$ cat config.mk
export PLATFORM = sky130hd
export DESIGN_NAME = cpu_core_register_set
export DESIGN_NICKNAME = d
export VERILOG_FILES = /design/src/inc/cpu_regs_pkg.sv /design/src/verilog/apb_decode.sv /design/src/verilog/cpu_core_register_set.sv /design/src/verilog/irq_gate.sv
export SDC_FILE = /design/constraint.sdc
export NUM_CORES = 1
export LEC_CHECK = 0
export BUFFER_PORTS_ARGS = -buffer_cell sky130_fd_sc_hd__buf_2
export CORE_MARGIN = 3
export CORE_UTILIZATION = 25
export CTS_CLUSTER_SIZE = 40
export DETAILED_ROUTE_END_ITERATION = 8
export MAX_ROUTING_LAYER = met4
export PLACE_DENSITY = 0.39
export SLEW_MARGIN = 20
export SYNTH_ARGS = -nofsm -noshare
export SYNTH_HDL_FRONTEND = slang
export SYNTH_SLANG_ARGS = --single-unit
$ cat constraint.sdc
create_clock -name clk_sys -period 2.9 [get_ports clk_sys]
set_input_delay 0.58 -clock clk_sys [delete_from_list [all_inputs] [get_ports clk_sys]]
set_output_delay 0.58 -clock clk_sys [all_outputs]
set_load 0.1 [all_outputs]
$ cat src/inc/cpu_regs_pkg.sv
/*
  Package for the CPU core register set: APB offsets, flag_word field
  positions, reset values, widths and the packed carriers shared by files.
  Assumes a 32-bit APB with one aligned word per register.
*/
package cpu_regs_pkg;

  localparam int          DATA_W      = 16;
  localparam int          ADDR20_W    = 20;
  localparam int          FLAG_W      = 11;
  localparam int          IPL_W       = 3;
  localparam int          NUM_DATA    = 4;
  localparam int          NUM_BANKS   = 2;
  localparam int          SWI_LIMIT   = 31;

  // APB byte offsets
  localparam logic [11:0] OFF_DATA0   = 12'h000;
  localparam logic [11:0] OFF_DATA1   = 12'h004;
  localparam logic [11:0] OFF_DATA2   = 12'h008;
  localparam logic [11:0] OFF_DATA3   = 12'h00C;
  localparam logic [11:0] OFF_ADDR0   = 12'h010;
  localparam logic [11:0] OFF_ADDR1   = 12'h014;
  localparam logic [11:0] OFF_FRAME   = 12'h018;
  localparam logic [11:0] OFF_VTB     = 12'h01C;
  localparam logic [11:0] OFF_PC      = 12'h020;
  localparam logic [11:0] OFF_USP     = 12'h024;
  localparam logic [11:0] OFF_ISP     = 12'h028;
  localparam logic [11:0] OFF_SB      = 12'h02C;
  localparam logic [11:0] OFF_FLAG    = 12'h030;
  localparam logic [11:0] OFF_ASP     = 12'h034;
  localparam logic [11:0] OFF_APAIR   = 12'h038;
  localparam logic [11:0] OFF_DPAIR   = 12'h03C;

  // flag_word field positions
  localparam int          FB_CARRY    = 0;
  localparam int          FB_TRACE    = 1;
  localparam int          FB_NULL     = 2;
  localparam int          FB_NEG      = 3;
  localparam int          FB_BANK     = 4;
  localparam int          FB_WRAP     = 5;
  localparam int          FB_MASK     = 6;
  localparam int          FB_STACK    = 7;
  localparam int          FB_IPL_LO   = 8;
  localparam int          FB_RSVD     = 11;

  localparam logic [10:0] FLAG_RESET  = 11'h000;
  localparam logic [15:0] REG16_RESET = 16'h0000;
  localparam logic [19:0] REG20_RESET = 20'h00000;
  localparam logic [31:0] PSLVERR_OK  = 32'h0000_0000;

  typedef struct packed {
    logic        psel;
    logic        penable;
    logic        pwrite;
    logic [11:0] paddr;
    logic [31:0] pwdata;
  } apb_req_t;

  typedef struct packed {
    logic        valid;
    logic        carry;
    logic        null_res;
    logic        negative;
    logic        wrap;
  } alu_flags_t;

  typedef struct packed {
    logic        hw_ack;
    logic        swi_exec;
    logic [5:0]  swi_num;
    logic [19:0] vector_addr;
  } irq_event_t;

endpackage

$ cat src/verilog/apb_decode.sv
/*
  APB address decoder for the register set: turns a byte address into a
  one-hot select and an unmapped flag. Assumes aligned word offsets.
*/
`timescale 1ns/1ns
module apb_decode (
  input  wire logic [11:0] paddr,
  output logic [15:0]      sel,
  output logic             unmapped
);
  import cpu_regs_pkg::*;

  always_comb begin
    sel      = 16'h0000;
    unmapped = 1'b0;
    if (paddr[1:0] != 2'h0 || paddr > OFF_DPAIR) begin
      unmapped = 1'b1;
    end else begin
      sel[paddr[5:2]] = 1'b1;
    end
  end
endmodule

$ cat src/verilog/cpu_core_register_set.sv
/*
  Programmer-visible register set of a 16-bit CPU core, reached over APB and
  updated by the execution datapath and interrupt acknowledge logic.
  Assumes the datapath presents one-cycle strobes synchronous to clk_sys.
*/
// Summary of operation
// - address_reg_0/1 are 16 bits and pair into 32-bit address_pair.
// - frame_base is 16 bits, base for frame-relative addressing.
// - vector_table_base is 20 bits, start of interrupt vector table.
// - program_counter is 20 bits, address of next instruction.
// - Two 16-bit stack pointers; exactly one is active.
// - stack_select 0 picks interrupt stack, 1 picks user stack.
// - Hardware ack or software interrupt 0 to 31 clears stack_select.
// - static_base is 16 bits, base for static-relative addressing.
// - flag_word is 11 bits and shows processor state.
// - borrow_out_bit takes the latest ALU carry, borrow or shift-out.
// - null_result is 1 for a zero result, else 0.
// - negative_bit is 1 for a negative result, else 0.
// - register_group_sel picks general register bank 0 or 1.
// - arith_wrap_flag is 1 on overflow, else 0.
// - Maskable interrupts blocked while mask_gate is 0.
// - Acknowledging an interrupt clears mask_gate.
// - 3-bit priority level; accept only strictly higher requests.
// - Reserved flag bit written as 0; reads undefined (here zero).
// - Four 16-bit data registers, byte-splittable; reg 2 and 0 pair.
`timescale 1ns/1ns
module cpu_core_register_set #(
  parameter int NUM_BANKS = cpu_regs_pkg::NUM_BANKS
) (
  input  wire logic                     clk_sys,
  input  wire logic                     rst_n,
  input  wire logic                     psel,
  input  wire logic                     penable,
  input  wire logic                     pwrite,
  input  wire logic [11:0]              paddr,
  input  wire logic [31:0]              pwdata,
  input  wire logic [3:0]               pstrb,
  output logic      [31:0]              prdata,
  output logic                          pready,
  output logic                          pslverr,
  input  wire cpu_regs_pkg::alu_flags_t alu_flags,
  input  wire cpu_regs_pkg::irq_event_t irq_event,
  input  wire logic                     pc_load,
  input  wire logic [19:0]              pc_next,
  input  wire logic                     sp_load,
  input  wire logic [15:0]              sp_next,
  input  wire logic                     gpr_we,
  input  wire logic [1:0]               gpr_idx,
  input  wire logic [1:0]               gpr_byte_en,
  input  wire logic [15:0]              gpr_wdata,
  input  wire logic                     req_valid,
  input  wire logic [2:0]               req_priority,
  output logic                          irq_accept,
  output logic      [15:0]              active_sp,
  output logic      [31:0]              address_pair,
  output logic      [31:0]              data_pair_32,
  output logic      [19:0]              program_counter,
  output logic      [19:0]              vector_table_base,
  output logic      [15:0]              frame_base,
  output logic      [15:0]              static_base,
  output logic      [10:0]              flag_word
);
  import cpu_regs_pkg::*;

  typedef struct packed {
    logic [NUM_BANKS-1:0][NUM_DATA-1:0][15:0] data_reg;
    logic [15:0] address_reg_0;
    logic [15:0] address_reg_1;
    logic [15:0] frame_base;
    logic [19:0] vector_table_base;
    logic [19:0] program_counter;
    logic [15:0] user_stack_pointer;
    logic [15:0] interrupt_stack_pointer;
    logic [15:0] static_base;
    logic [10:0] flag_word;
    logic [31:0] prdata;
    logic        pready;
    logic        pslverr;
    logic        irq_accept;
    logic [15:0] active_sp;
    logic [31:0] address_pair;
    logic [31:0] data_pair_32;
  } state_t;

  state_t      st_q;
  state_t      st_d;
  logic [15:0] sel;
  logic        unmapped;
  logic        accept;
  logic        bank;
  logic        wr_en;

  // Byte-lane merge used for every APB register write except the two pair offsets
  function automatic logic [31:0] merge(input logic [31:0] old, input logic [31:0] wd,
                                        input logic [3:0] strb);
    logic [31:0] r;
    r = old;
    for (int i = 0; i < 4; i++) begin
      if (strb[i]) begin
        r[i*8 +: 8] = wd[i*8 +: 8];
      end
    end
    return r;
  endfunction

  apb_decode u_dec (
    .paddr    (paddr),
    .sel      (sel),
    .unmapped (unmapped)
  );

  irq_gate u_gate (
    .mask_gate          (st_q.flag_word[FB_MASK]),
    .cpu_priority_level (st_q.flag_word[FB_IPL_LO +: IPL_W]),
    .req_valid          (req_valid),
    .req_priority       (req_priority),
    .accept             (accept)
  );

  assign bank  = st_q.flag_word[FB_BANK];
  // The held access cycle after pready must not write a second time
  assign wr_en = psel && penable && pwrite && !unmapped && !st_q.pready;

  always_comb begin
    st_d            = st_q;
    st_d.pready     = 1'b0;
    st_d.pslverr    = 1'b0;
    st_d.irq_accept = accept;

    // Datapath writes come first so APB writes in the same cycle win
    if (pc_load) begin
      st_d.program_counter = pc_next;
    end
    if (gpr_we) begin
      if (gpr_byte_en[0]) begin
        st_d.data_reg[bank][gpr_idx][7:0] = gpr_wdata[7:0];
      end
      if (gpr_byte_en[1]) begin
        st_d.data_reg[bank][gpr_idx][15:8] = gpr_wdata[15:8];
      end
    end
    if (sp_load) begin
      if (st_q.flag_word[FB_STACK]) begin
        st_d.user_stack_pointer = sp_next;
      end else begin
        st_d.interrupt_stack_pointer = sp_next;
      end
    end
    if (alu_flags.valid) begin
      st_d.flag_word[FB_CARRY] = alu_flags.carry;
      st_d.flag_word[FB_NULL]  = alu_flags.null_res;
      st_d.flag_word[FB_NEG]   = alu_flags.negative;
      st_d.flag_word[FB_WRAP]  = alu_flags.wrap;
    end

    // APB access phase; one wait state, a single pready pulse per access
    if (psel && penable && !st_q.pready) begin
      st_d.pready  = 1'b1;
      st_d.pslverr = unmapped;
    end
    if (psel && !penable) begin
      st_d.prdata = PSLVERR_OK;
      case (1'b1)
        sel[0], sel[1], sel[2], sel[3]: st_d.prdata = {16'h0000, st_q.data_reg[bank][paddr[3:2]]};
        sel[4]:  st_d.prdata = {16'h0000, st_q.address_reg_0};
        sel[5]:  st_d.prdata = {16'h0000, st_q.address_reg_1};
        sel[6]:  st_d.prdata = {16'h0000, st_q.frame_base};
        sel[7]:  st_d.prdata = {12'h000, st_q.vector_table_base};
        sel[8]:  st_d.prdata = {12'h000, st_q.program_counter};
        sel[9]:  st_d.prdata = {16'h0000, st_q.user_stack_pointer};
        sel[10]: st_d.prdata = {16'h0000, st_q.interrupt_stack_pointer};
        sel[11]: st_d.prdata = {16'h0000, st_q.static_base};
        sel[12]: st_d.prdata = {21'h000000, st_q.flag_word};
        sel[13]: st_d.prdata = {16'h0000, st_q.active_sp};
        sel[14]: st_d.prdata = st_q.address_pair;
        sel[15]: st_d.prdata = st_q.data_pair_32;
        default: st_d.prdata = PSLVERR_OK;
      endcase
    end
    if (wr_en) begin
      case (1'b1)
        sel[0], sel[1], sel[2], sel[3]:
          st_d.data_reg[bank][paddr[3:2]] = 16'(merge({16'h0000, st_q.data_reg[bank][paddr[3:2]]}, pwdata, pstrb));
        sel[4]:  st_d.address_reg_0 = 16'(merge({16'h0000, st_q.address_reg_0}, pwdata, pstrb));
        sel[5]:  st_d.address_reg_1 = 16'(merge({16'h0000, st_q.address_reg_1}, pwdata, pstrb));
        sel[6]:  st_d.frame_base = 16'(merge({16'h0000, st_q.frame_base}, pwdata, pstrb));
        sel[7]:  st_d.vector_table_base = 20'(merge({12'h000, st_q.vector_table_base}, pwdata, pstrb));
        sel[8]:  st_d.program_counter = 20'(merge({12'h000, st_q.program_counter}, pwdata, pstrb));
        sel[9]:  st_d.user_stack_pointer = 16'(merge({16'h0000, st_q.user_stack_pointer}, pwdata, pstrb));
        sel[10]: st_d.interrupt_stack_pointer = 16'(merge({16'h0000, st_q.interrupt_stack_pointer}, pwdata, pstrb));
        sel[11]: st_d.static_base = 16'(merge({16'h0000, st_q.static_base}, pwdata, pstrb));
        sel[12]: st_d.flag_word = 11'(merge({21'h000000, st_q.flag_word}, pwdata, pstrb));
        sel[14]: begin
          st_d.address_reg_0 = pwdata[15:0];
          st_d.address_reg_1 = pwdata[31:16];
        end
        sel[15]: begin
          st_d.data_reg[bank][0] = pwdata[15:0];
          st_d.data_reg[bank][2] = pwdata[31:16];
        end
        default: ;
      endcase
    end

    // Interrupt entry overrides software flag writes in the same cycle
    if (irq_event.hw_ack) begin
      st_d.flag_word[FB_MASK] = 1'b0;
      st_d.flag_word[FB_STACK] = 1'b0;
      // vector address loaded as given, not offset by vector_table_base
      st_d.program_counter = irq_event.vector_addr;
    end
    if (irq_event.swi_exec) begin
      st_d.flag_word[FB_MASK] = 1'b0;
      if (irq_event.swi_num <= 6'(SWI_LIMIT)) begin
        st_d.flag_word[FB_STACK] = 1'b0;
      end
      st_d.program_counter = irq_event.vector_addr;
    end

    st_d.active_sp    = st_d.flag_word[FB_STACK] ? st_d.user_stack_pointer : st_d.interrupt_stack_pointer;
    st_d.address_pair = {st_d.address_reg_1, st_d.address_reg_0};
    st_d.data_pair_32 = {st_d.data_reg[st_d.flag_word[FB_BANK]][2], st_d.data_reg[st_d.flag_word[FB_BANK]][0]};
  end

  always_ff @(posedge clk_sys or negedge rst_n) begin
    if (!rst_n) begin
      st_q <= '0;
      st_q.flag_word <= FLAG_RESET;
    end else begin
      st_q <= st_d;
    end
  end

  assign prdata            = st_q.prdata;
  assign pready            = st_q.pready;
  assign pslverr           = st_q.pslverr;
  assign irq_accept        = st_q.irq_accept;
  assign active_sp         = st_q.active_sp;
  assign address_pair      = st_q.address_pair;
  assign data_pair_32      = st_q.data_pair_32;
  assign program_counter   = st_q.program_counter;
  assign vector_table_base = st_q.vector_table_base;
  assign frame_base        = st_q.frame_base;
  assign static_base       = st_q.static_base;
  assign flag_word         = st_q.flag_word;
endmodule

$ cat src/verilog/irq_gate.sv
/*
  Interrupt acceptance gate: decides whether a maskable request of a given
  priority may be taken. Assumes flag_word fields are registered upstream.
*/
`timescale 1ns/1ns
module irq_gate (
  input  wire logic       mask_gate,
  input  wire logic [2:0] cpu_priority_level,
  input  wire logic       req_valid,
  input  wire logic [2:0] req_priority,
  output logic            accept
);
  import cpu_regs_pkg::*;

  always_comb begin
    accept = req_valid && mask_gate && (req_priority > cpu_priority_level);
  end
endmodule
# Word level (Yosys, flattened, before mapping)
# Index checks and enable logic that the tools add are counted.
[totals] reg_bits=390 in_bits=149 out_inout_bits=198 wordCells=271
[classes] magnitude_cmp=12 eq_ne=13 n_mux=172 bitwise=9 reduce_logical=31
[ops] op="$mux 128" n=16
[ops] op="$mux 16" n=58
[ops] op="$bwmux 128" n=5
[ops] op="$mux 32" n=14
[ops] op="$demux 64 s1" n=5
[ops] op="$mux 64" n=5
[ops] op="$mux 20" n=14
[ops] op="$mux 275" n=1
[ops] op="$mux 8" n=24
[ops] op="$mux 48" n=3
[ops] op="$mux 11" n=10
[ops] op="$demux 16 s2" n=3
[ops] op="$reduce_and 12->1" n=3
[ops] op="$bmux 16 s2" n=1
[ops] op="$ne 10x9->1 const B" n=3
[ops] op="$ne 3x3->1 const B" n=9
[ops] op="$reduce_and 11->1" n=2
[ops] op="$reduce_and 7->1" n=3
[ops] op="$gt 12x6->1 const B" n=1
[ops] op="$logic_and 1x1->1" n=12
[ops] op="$ne 12x11->1 const B" n=1
[ops] op="$reduce_and 6->1" n=2
[ops] op="$not 1->1" n=9
[ops] op="$reduce_bool 3->1" n=3
[ops] op="other kinds (17)" n=30

# Depth between registers and ports, before layout
# Gate-level depths: netlist of run 1.
[depth] depth_word=31 mapped_depth=11 depth_no_buf=7

# Modules after synthesis
# Synthesis of run 1 repeated with hierarchy kept, for this count alone.
[unflattened] hier_cells=2438 hier_area_um2=21775.9
[modules_own_cells] module="cpu_core_register_set" instances=1 cells_per_inst=2397 area_per_inst_um2=21476.8 seq_area_each_um2=8958.6
[modules_own_cells] module="apb_decode" instances=1 cells_per_inst=31 area_per_inst_um2=222.7 seq_area_each_um2=0.0
[modules_own_cells] module="irq_gate" instances=1 cells_per_inst=10 area_per_inst_um2=76.3 seq_area_each_um2=0.0

# Least setup slack after synthesis of run 1
# OpenSTA, ideal clock, no wires.
[synth_path] kind="register -> register" from="register st_q (netlist bit pready)" to="register st_q (netlist bit active_sp[13])" setup_time_ns=0.125 arrival_time_ns=2.717 required_ns=2.775 setup_slack_ns=0.058 stages_incl_launch_ff=7 path_buffers=1 period_less_slack_ns=2.842 cell_sequence="dfrtp_1 nand4b_1 nor4_4 a21oi_1 a2111oi_4 buf_2 mux2_2"
[synth_rtl] item="start: declaration" line_no="cpu_core_register_set.sv:85" source="state_t st_q;"
[synth_rtl] item="start signal: assignment" line_no="cpu_core_register_set.sv:230" source="st_q <= st_d;"

==> results of run 1 <==
[power by group through the flow]
stage | registers (W) | logic (W) | clock network (W)
after floorplan | 0.00563 | 0.00261 | 0
after global placement | 0.00583 | 0.00380 | 0
after detailed placement | 0.00584 | 0.00382 | 0
after CTS | 0.00575 | 0.00383 | 0.00635
after global routing | 0.00579 | 0.00405 | 0.00655
final | 0.00577 | 0.00386 | 0.00621
[cells by family after synthesis]
family	Yosys count	share of synthesized area
simple gates	692	0.145
flops	358	0.401
fa+ha+maj	3	0.00168
compound gates	666	0.195
mux	316	0.158
buf+inv	371	0.0987
[layout make-up]
cell class | instances | area (µm²) | area share
Multi-Input combinational cell | 1677 | 11200 | 0.392
Timing Repair Buffer | 748 | 5280 | 0.184
Clock buffer | 66 | 1350 | 0.0470
Antenna cell | 12 | 30.0 | 0.00105
Sequential cell | 358 | 8960 | 0.313
Clock inverter | 20 | 275 | 0.00961
Tap cell | 1155 | 1450 | 0.0505
Inverter | 15 | 61.3 | 0.00214
[layout by cell type (no fill, tap or decap), drive strengths merged, types with 20 or more instances in the layout]
cell type | synthesis | layout
a21oi | 173 | 173
a22o | 42 | 42
a22oi | 51 | 51
and2 | 28 | 28
buf | 242 | 747
clkbuf | 114 | 66
dfrtp | 358 | 358
mux2 | 173 | 173
mux2i | 131 | 131
nand2 | 184 | 184
nand3 | 43 | 43
nand4 | 25 | 25
nor2 | 269 | 269
nor2b | 21 | 21
nor3 | 44 | 44
o211ai | 26 | 26
o21ai | 166 | 166
o221ai | 26 | 26
o22ai | 39 | 39
o31ai | 20 | 20
or3 | 20 | 20
[state kept, by name, summed over array words and instances, names as in the netlist]
name and flops:
active_sp 16, address_pair 32, data_pair_32 32, flag_word 11, frame_base 16, irq_accept 1
prdata 32, pready 1, program_counter 20, pslverr 1, st_q 160, static_base 16
vector_table_base 20
[worst max path at each step]
stage,startpoint,to,cells past startpoint
finish,flag_word[4],data_pair_32[0],6
global route,flag_word[4],data_pair_32[29],10
CTS,flag_word[4],st_q[308],10
detailed placement,paddr[11],data_pair_32[20],12
global placement,paddr[11],data_pair_32[20],12
floorplan,pready,active_sp[13],6
[metal layers]
layer	vias up	routed length, µm
li1	9467	-
met1	11100	52500
met2	893	54400
met3	200	7330
met4	0	4340
met5	-	0
[worst max-delay path: stages, from the launching register on]
cell	delay (ns)
dfrtp_2	0.56
mux2_2	0.45
mux4_2	0.57
o31ai_2	0.43
nor2_1	0.09
or3_1	0.34
mux2_2	0.28
[stage by stage]
| step | power (W) | worst slack, ns | hold slack [ns] | instance area [µm²] |
|---|---|---|---|---|
| 2_1_floorplan | 0.00824 | 0.0583 | 0.284 | 22300 |
| 3_3_place_gp | 0.00963 | -0.383 | 0.473 | 27000 |
| 3_5_place_dp | 0.00966 | -0.376 | 0.477 | 27000 |
| 4_1_cts | 0.0159 | 0.0316 | 0.146 | 28600 |
| 5_1_grt | 0.0164 | 0.0129 | 0.163 | 28600 |
| 6_report | 0.0158 | 0.0584 | 0.178 | 28600 |
[timing repair]
| item | CTS | global route |
|---|---|---|
| setup endpoints to repair | 0 | 4 |
| buffers inserted | 0 | 1 |
| resized for setup | 0 | 2 |
| endpoints found under the hold margin | 49 | 0 |
| hold buffers | 1 | 0 |
==> results.toml, run 1 <==
[worst_setup_path]
critPathKind = "flop to flop"
rrSetupSlack_ns = 0.06
rr_endpoint = "data_pair_32[0]"
worstRegToRegCells = 6
setup.worst_path.start_class = "flop"
regToRegStartpoint = "flag_word[4]"
worst_ep_arrival_time_ns = 3.34
critPathMaxFanout = 6
worst_setup_path_end_kind = "flop"
cp_data_required_time_ns = 3.40

[sta]
timing.final.crit_share = 0.980
tightest_slew_ns = 0.828
max_freq_ghz = 0.352
setup_viol = 0
finalHoldViolations = 0
fin_crit_ns = 2.84
skew_ns = 0.0291
rsz0062_at_grt = "false"
slew_headroom = 0.444
setup_tns_ns = 0
drv_slew = 0

[logic_synthesis]
synth_area_leader_cell = "dfrtp_1"
yosysSeqAreaShare = 0.401
synth_nets = 2558
synth.distinct_cells = 79
synth_common_cells = "dfrtp_1 (358), nor2_1 (266), buf_4 (198)"
synth-edff-count = 0
yosys_warnings = 0
synthCells = 2406
synth_flop_cell = "dfrtp_1"
synth_top_area_frac = 0.401
synthMostInstantiatedCell = "dfrtp_1"
ys_seq_elements = 358
syn-cell-area_mm2 = 0.0223
postSynth.asyncResetShare = 1.00
synth_area_leaders = "dfrtp_1 (40%), mux2_2 (8.7%), buf_4 (6.7%)"
avgSynthCellArea_um2 = 9.28

[hold_path]
hold_class = "input port to flop"
holdPathEnd = "program_counter[4]"
worstHoldPathCells = 3
min_from = "irq_event[4]"

[place]
dpl.hpwl_um = 92100
routabilityCongestion = 0.937
portBuffers = 340
dp_cells = 3951

[detailed_routing]
detail-route-antenna-nets = 0
wl_per_cell_um = 29.3
drtIter0Drc = 2074
wl_um = 119000
drc = 0
first_pass_iters = 7
vias = 21600
viasPerCell = 5.34

[cts]
cts_buffers = 47
clock_latency_ns = 0.61
htree_levels = 2
clkTransAtPathRegs_ns = 0.06
clockBufferDepth = 3
clockRootBuffer = "clkbuf_16"
cts_num_sinks = 358
cts_tree = "built"

[pwr]
p_switching_w = 0.00564
power_density_mw_per_mm2 = 553
peakVddDrop_v = 0.000429
comb_power_share = 0.244
pwr-share-clk = 0.392
netSwitchingFraction = 0.356
power_frac_seq = 0.364
power.leakage_nw = 13.6
p_int_w = 0.0102

[grt]
grtUsageMet2 = 0.399
grtUsageTotal = 0.255
grt_use_met1 = 0.338
grt_pass1_wl_um = 168000
antenna_found_initial = 11
overflow = 0
grt_max_degree = 67
grt_use_met3 = 0.0405
grt_pass1_vias = 22000
top_usage_layer = "met2"

[status]
status = "complete, no violations"

[layout]
syn2layout_area_growth_pct = 28.3
final_cells = 4051
post-route-util = 0.327
nNetsFinal = 2999
fill_cells = 9148
drive_gt1_frac = 0.368

[floorplanning]
fp.dieH_um = 305
fp.coreArea_mm2 = 0.0877
rows = 108
ios = 347
initial_utilization = 0.255
die_area_mm2 = 0.0930
die_w_um = 305

[run]
maxCapViolCount = 0
Note: power is estimated with default switching activity, not from simulation.
==> run 2: changes to the inputs <==
--- a/config.mk
+++ b/config.mk
@@ -16,3 +16,4 @@
 export SYNTH_ARGS = -nofsm -noshare
 export SYNTH_HDL_FRONTEND = slang
 export SYNTH_SLANG_ARGS = --single-unit
+export TNS_END_PERCENT = 30
==> constraint.sdc (replaced) <==
create_clock -name clk_sys -period 2.9 [get_ports clk_sys]
set_input_delay 0.145 -clock clk_sys [delete_from_list [all_inputs] [get_ports clk_sys]]
set_output_delay 0.145 -clock clk_sys [all_outputs]
set_load 0.1 [all_outputs]
==> results.toml, run 2 (synthesis gave the netlist of run 1 again) <==
[detailed_routing]
viasPerCell = 5.30
first_pass_iters = 5
drtIter0Drc = 2002
vias = 21300
wl_um = 117000
drc = 0
detail-route-antenna-nets = 0
wl_per_cell_um = 29.1

[grt]
grtUsageTotal = 0.251
overflow = 0
antenna_found_initial = 7
grt_pass1_wl_um = 165000
grt_max_degree = 89
grt_pass1_vias = 21500

[sta]
drv_slew = 0
max_freq_ghz = 0.354
timing.final.crit_share = 0.973
finalHoldViolations = 0
slew_headroom = 0.500
skew_ns = 0.0441
setup_viol = 0
rsz0062_at_grt = "false"
tightest_slew_ns = 0.747
setup_tns_ns = 0
fin_crit_ns = 2.82

[cts]
clkTransAtPathRegs_ns = 0.06
clockRootBuffer = "clkbuf_16"
cts_tree = "built"
clockBufferDepth = 3
clock_latency_ns = 0.63
cts_num_sinks = 358
cts_buffers = 46
htree_levels = 2

[worst_setup_path]
critPathMaxFanout = 16
setup.worst_path.start_class = "flop"
critPathKind = "flop to flop"
worst_setup_path_end_kind = "flop"
worst_ep_arrival_time_ns = 3.30
cp_data_required_time_ns = 3.38

[pwr]
peakVddDrop_v = 0.000368
p_int_w = 0.0101
power.leakage_nw = 13.3
power_density_mw_per_mm2 = 550
p_switching_w = 0.00559
power_frac_seq = 0.370
netSwitchingFraction = 0.357
comb_power_share = 0.242
pwr-share-clk = 0.389

[layout]
top_register = "st_q"
mostFrequentLayoutCell = "dfrtp_1"
largest_register_ffs = 160
nNetsFinal = 2968
layout_common_cells = "dfrtp_1 (357), buf_2 (338), buf_4 (265)"
design_area_mm2 = 0.0285
syn2layout_area_growth_pct = 27.4
drive_gt1_frac = 0.332

[floorplanning]
rows = 108
die_area_mm2 = 0.0930
fp.coreArea_mm2 = 0.0877
ios = 347
fp.dieH_um = 305
die_w_um = 305
initial_utilization = 0.255

[place]
dpl.hpwl_um = 88800
routabilityCongestion = 0.920
portBuffers = 340
placed_cell_area_mm2 = 0.0261

[run]
maxCapViolCount = 0

[hold_path]
hold_class = "input port to flop"

[status]
status = "complete, no violations"
[run 2: cell types whose count changed in the layout (fill, tap and decap cells not counted), sizes merged]
cell	change
clkbuf	+6
buf	-110
diode	-6
dlygate4sd3	+79
clkinv	-6
bufinv	-1
[run 2: stage by stage]
| step | cells | util | power, W | hold WS, ns | setup WS (ns) |
|---|---|---|---|---|---|
| floorplan | 2406 | - | 0.00824 | -0.151 | 0.0583 |
| global placement | 3841 | 0.297 | 0.00950 | 0.0580 | -0.0933 |
| detailed placement | 3841 | 0.297 | 0.00952 | 0.0637 | -0.0568 |
| CTS | 4005 | 0.324 | 0.0157 | 0.000350 | 0.112 |
| global route | 4013 | 0.325 | 0.0162 | 0.0268 | 0.00590 |
| finish | 4013 | 0.325 | 0.0157 | 0.0311 | 0.0777 |
[run 2: layout make-up]
type | instances | area [µm²]
Clock buffer | 71 | 1370
Antenna cell | 6 | 15.0
Multi-Input combinational cell | 1677 | 11200
Inverter | 15 | 61.3
Sequential cell | 358 | 8960
Clock inverter | 13 | 186
Tap cell | 1155 | 1450
Fill cell | 9083 | 59200
Timing Repair Buffer | 718 | 5180
[run 2: repair_timing]
item,CTS,global route
setup endpoints to repair,0,7
buffers inserted,0,1
resized for setup,0,2
hold endpoints to repair,425,0
hold buffers,80,0
[run 2: worst paths after layout]
| path | startpoint | to | slack (ns) | cells after the start |
|---|---|---|---|---|
| setup / recovery | pready | flag_word[7] | 0.08 | 7 |
| hold / removal | pstrb[2] | vector_table_base[19] | 0.03 | 3 |
| setup reg to reg | pready | flag_word[7] | 0.08 | 7 |
| hold reg to reg | prdata[24] | prdata[24] | 0.48 | 2 |
| max in group asynchronous | rst_n | static_base[13] | 1.94 | 3 |
| min in group asynchronous | rst_n | st_q[347] | 0.04 | 2 |
[run 2: metal layers]
layer / vias up / global-route usage / part of all wire
li1: 9413 / - / -
met1: 10700 / 0.326 / 0.43
met2: 920 / 0.392 / 0.46
met3: 199 / 0.0419 / 0.064
met4: 0 / 0.0938 / 0.042
met5: - / - / 0
[run 2: worst max-delay path, cell delays in order, from the launching register on]
cell and delay (ns):
dfrtp_1 0.42, nand4b_1 0.20, buf_4 0.21, or4_4 0.56
nor3_2 0.38, a2111oi_4 0.11, buf_12 0.18, dlygate4sd3_1 0.61
[run 2: power by group through the flow]
stage | combinational (W) | clock, W | sequential (W)
after floorplan | 0.00261 | 0 | 0.00563
after global routing | 0.00399 | 0.00640 | 0.00581
after detailed placement | 0.00366 | 0 | 0.00586
after global placement | 0.00364 | 0 | 0.00586
final | 0.00379 | 0.00609 | 0.00579
after CTS | 0.00377 | 0.00620 | 0.00578
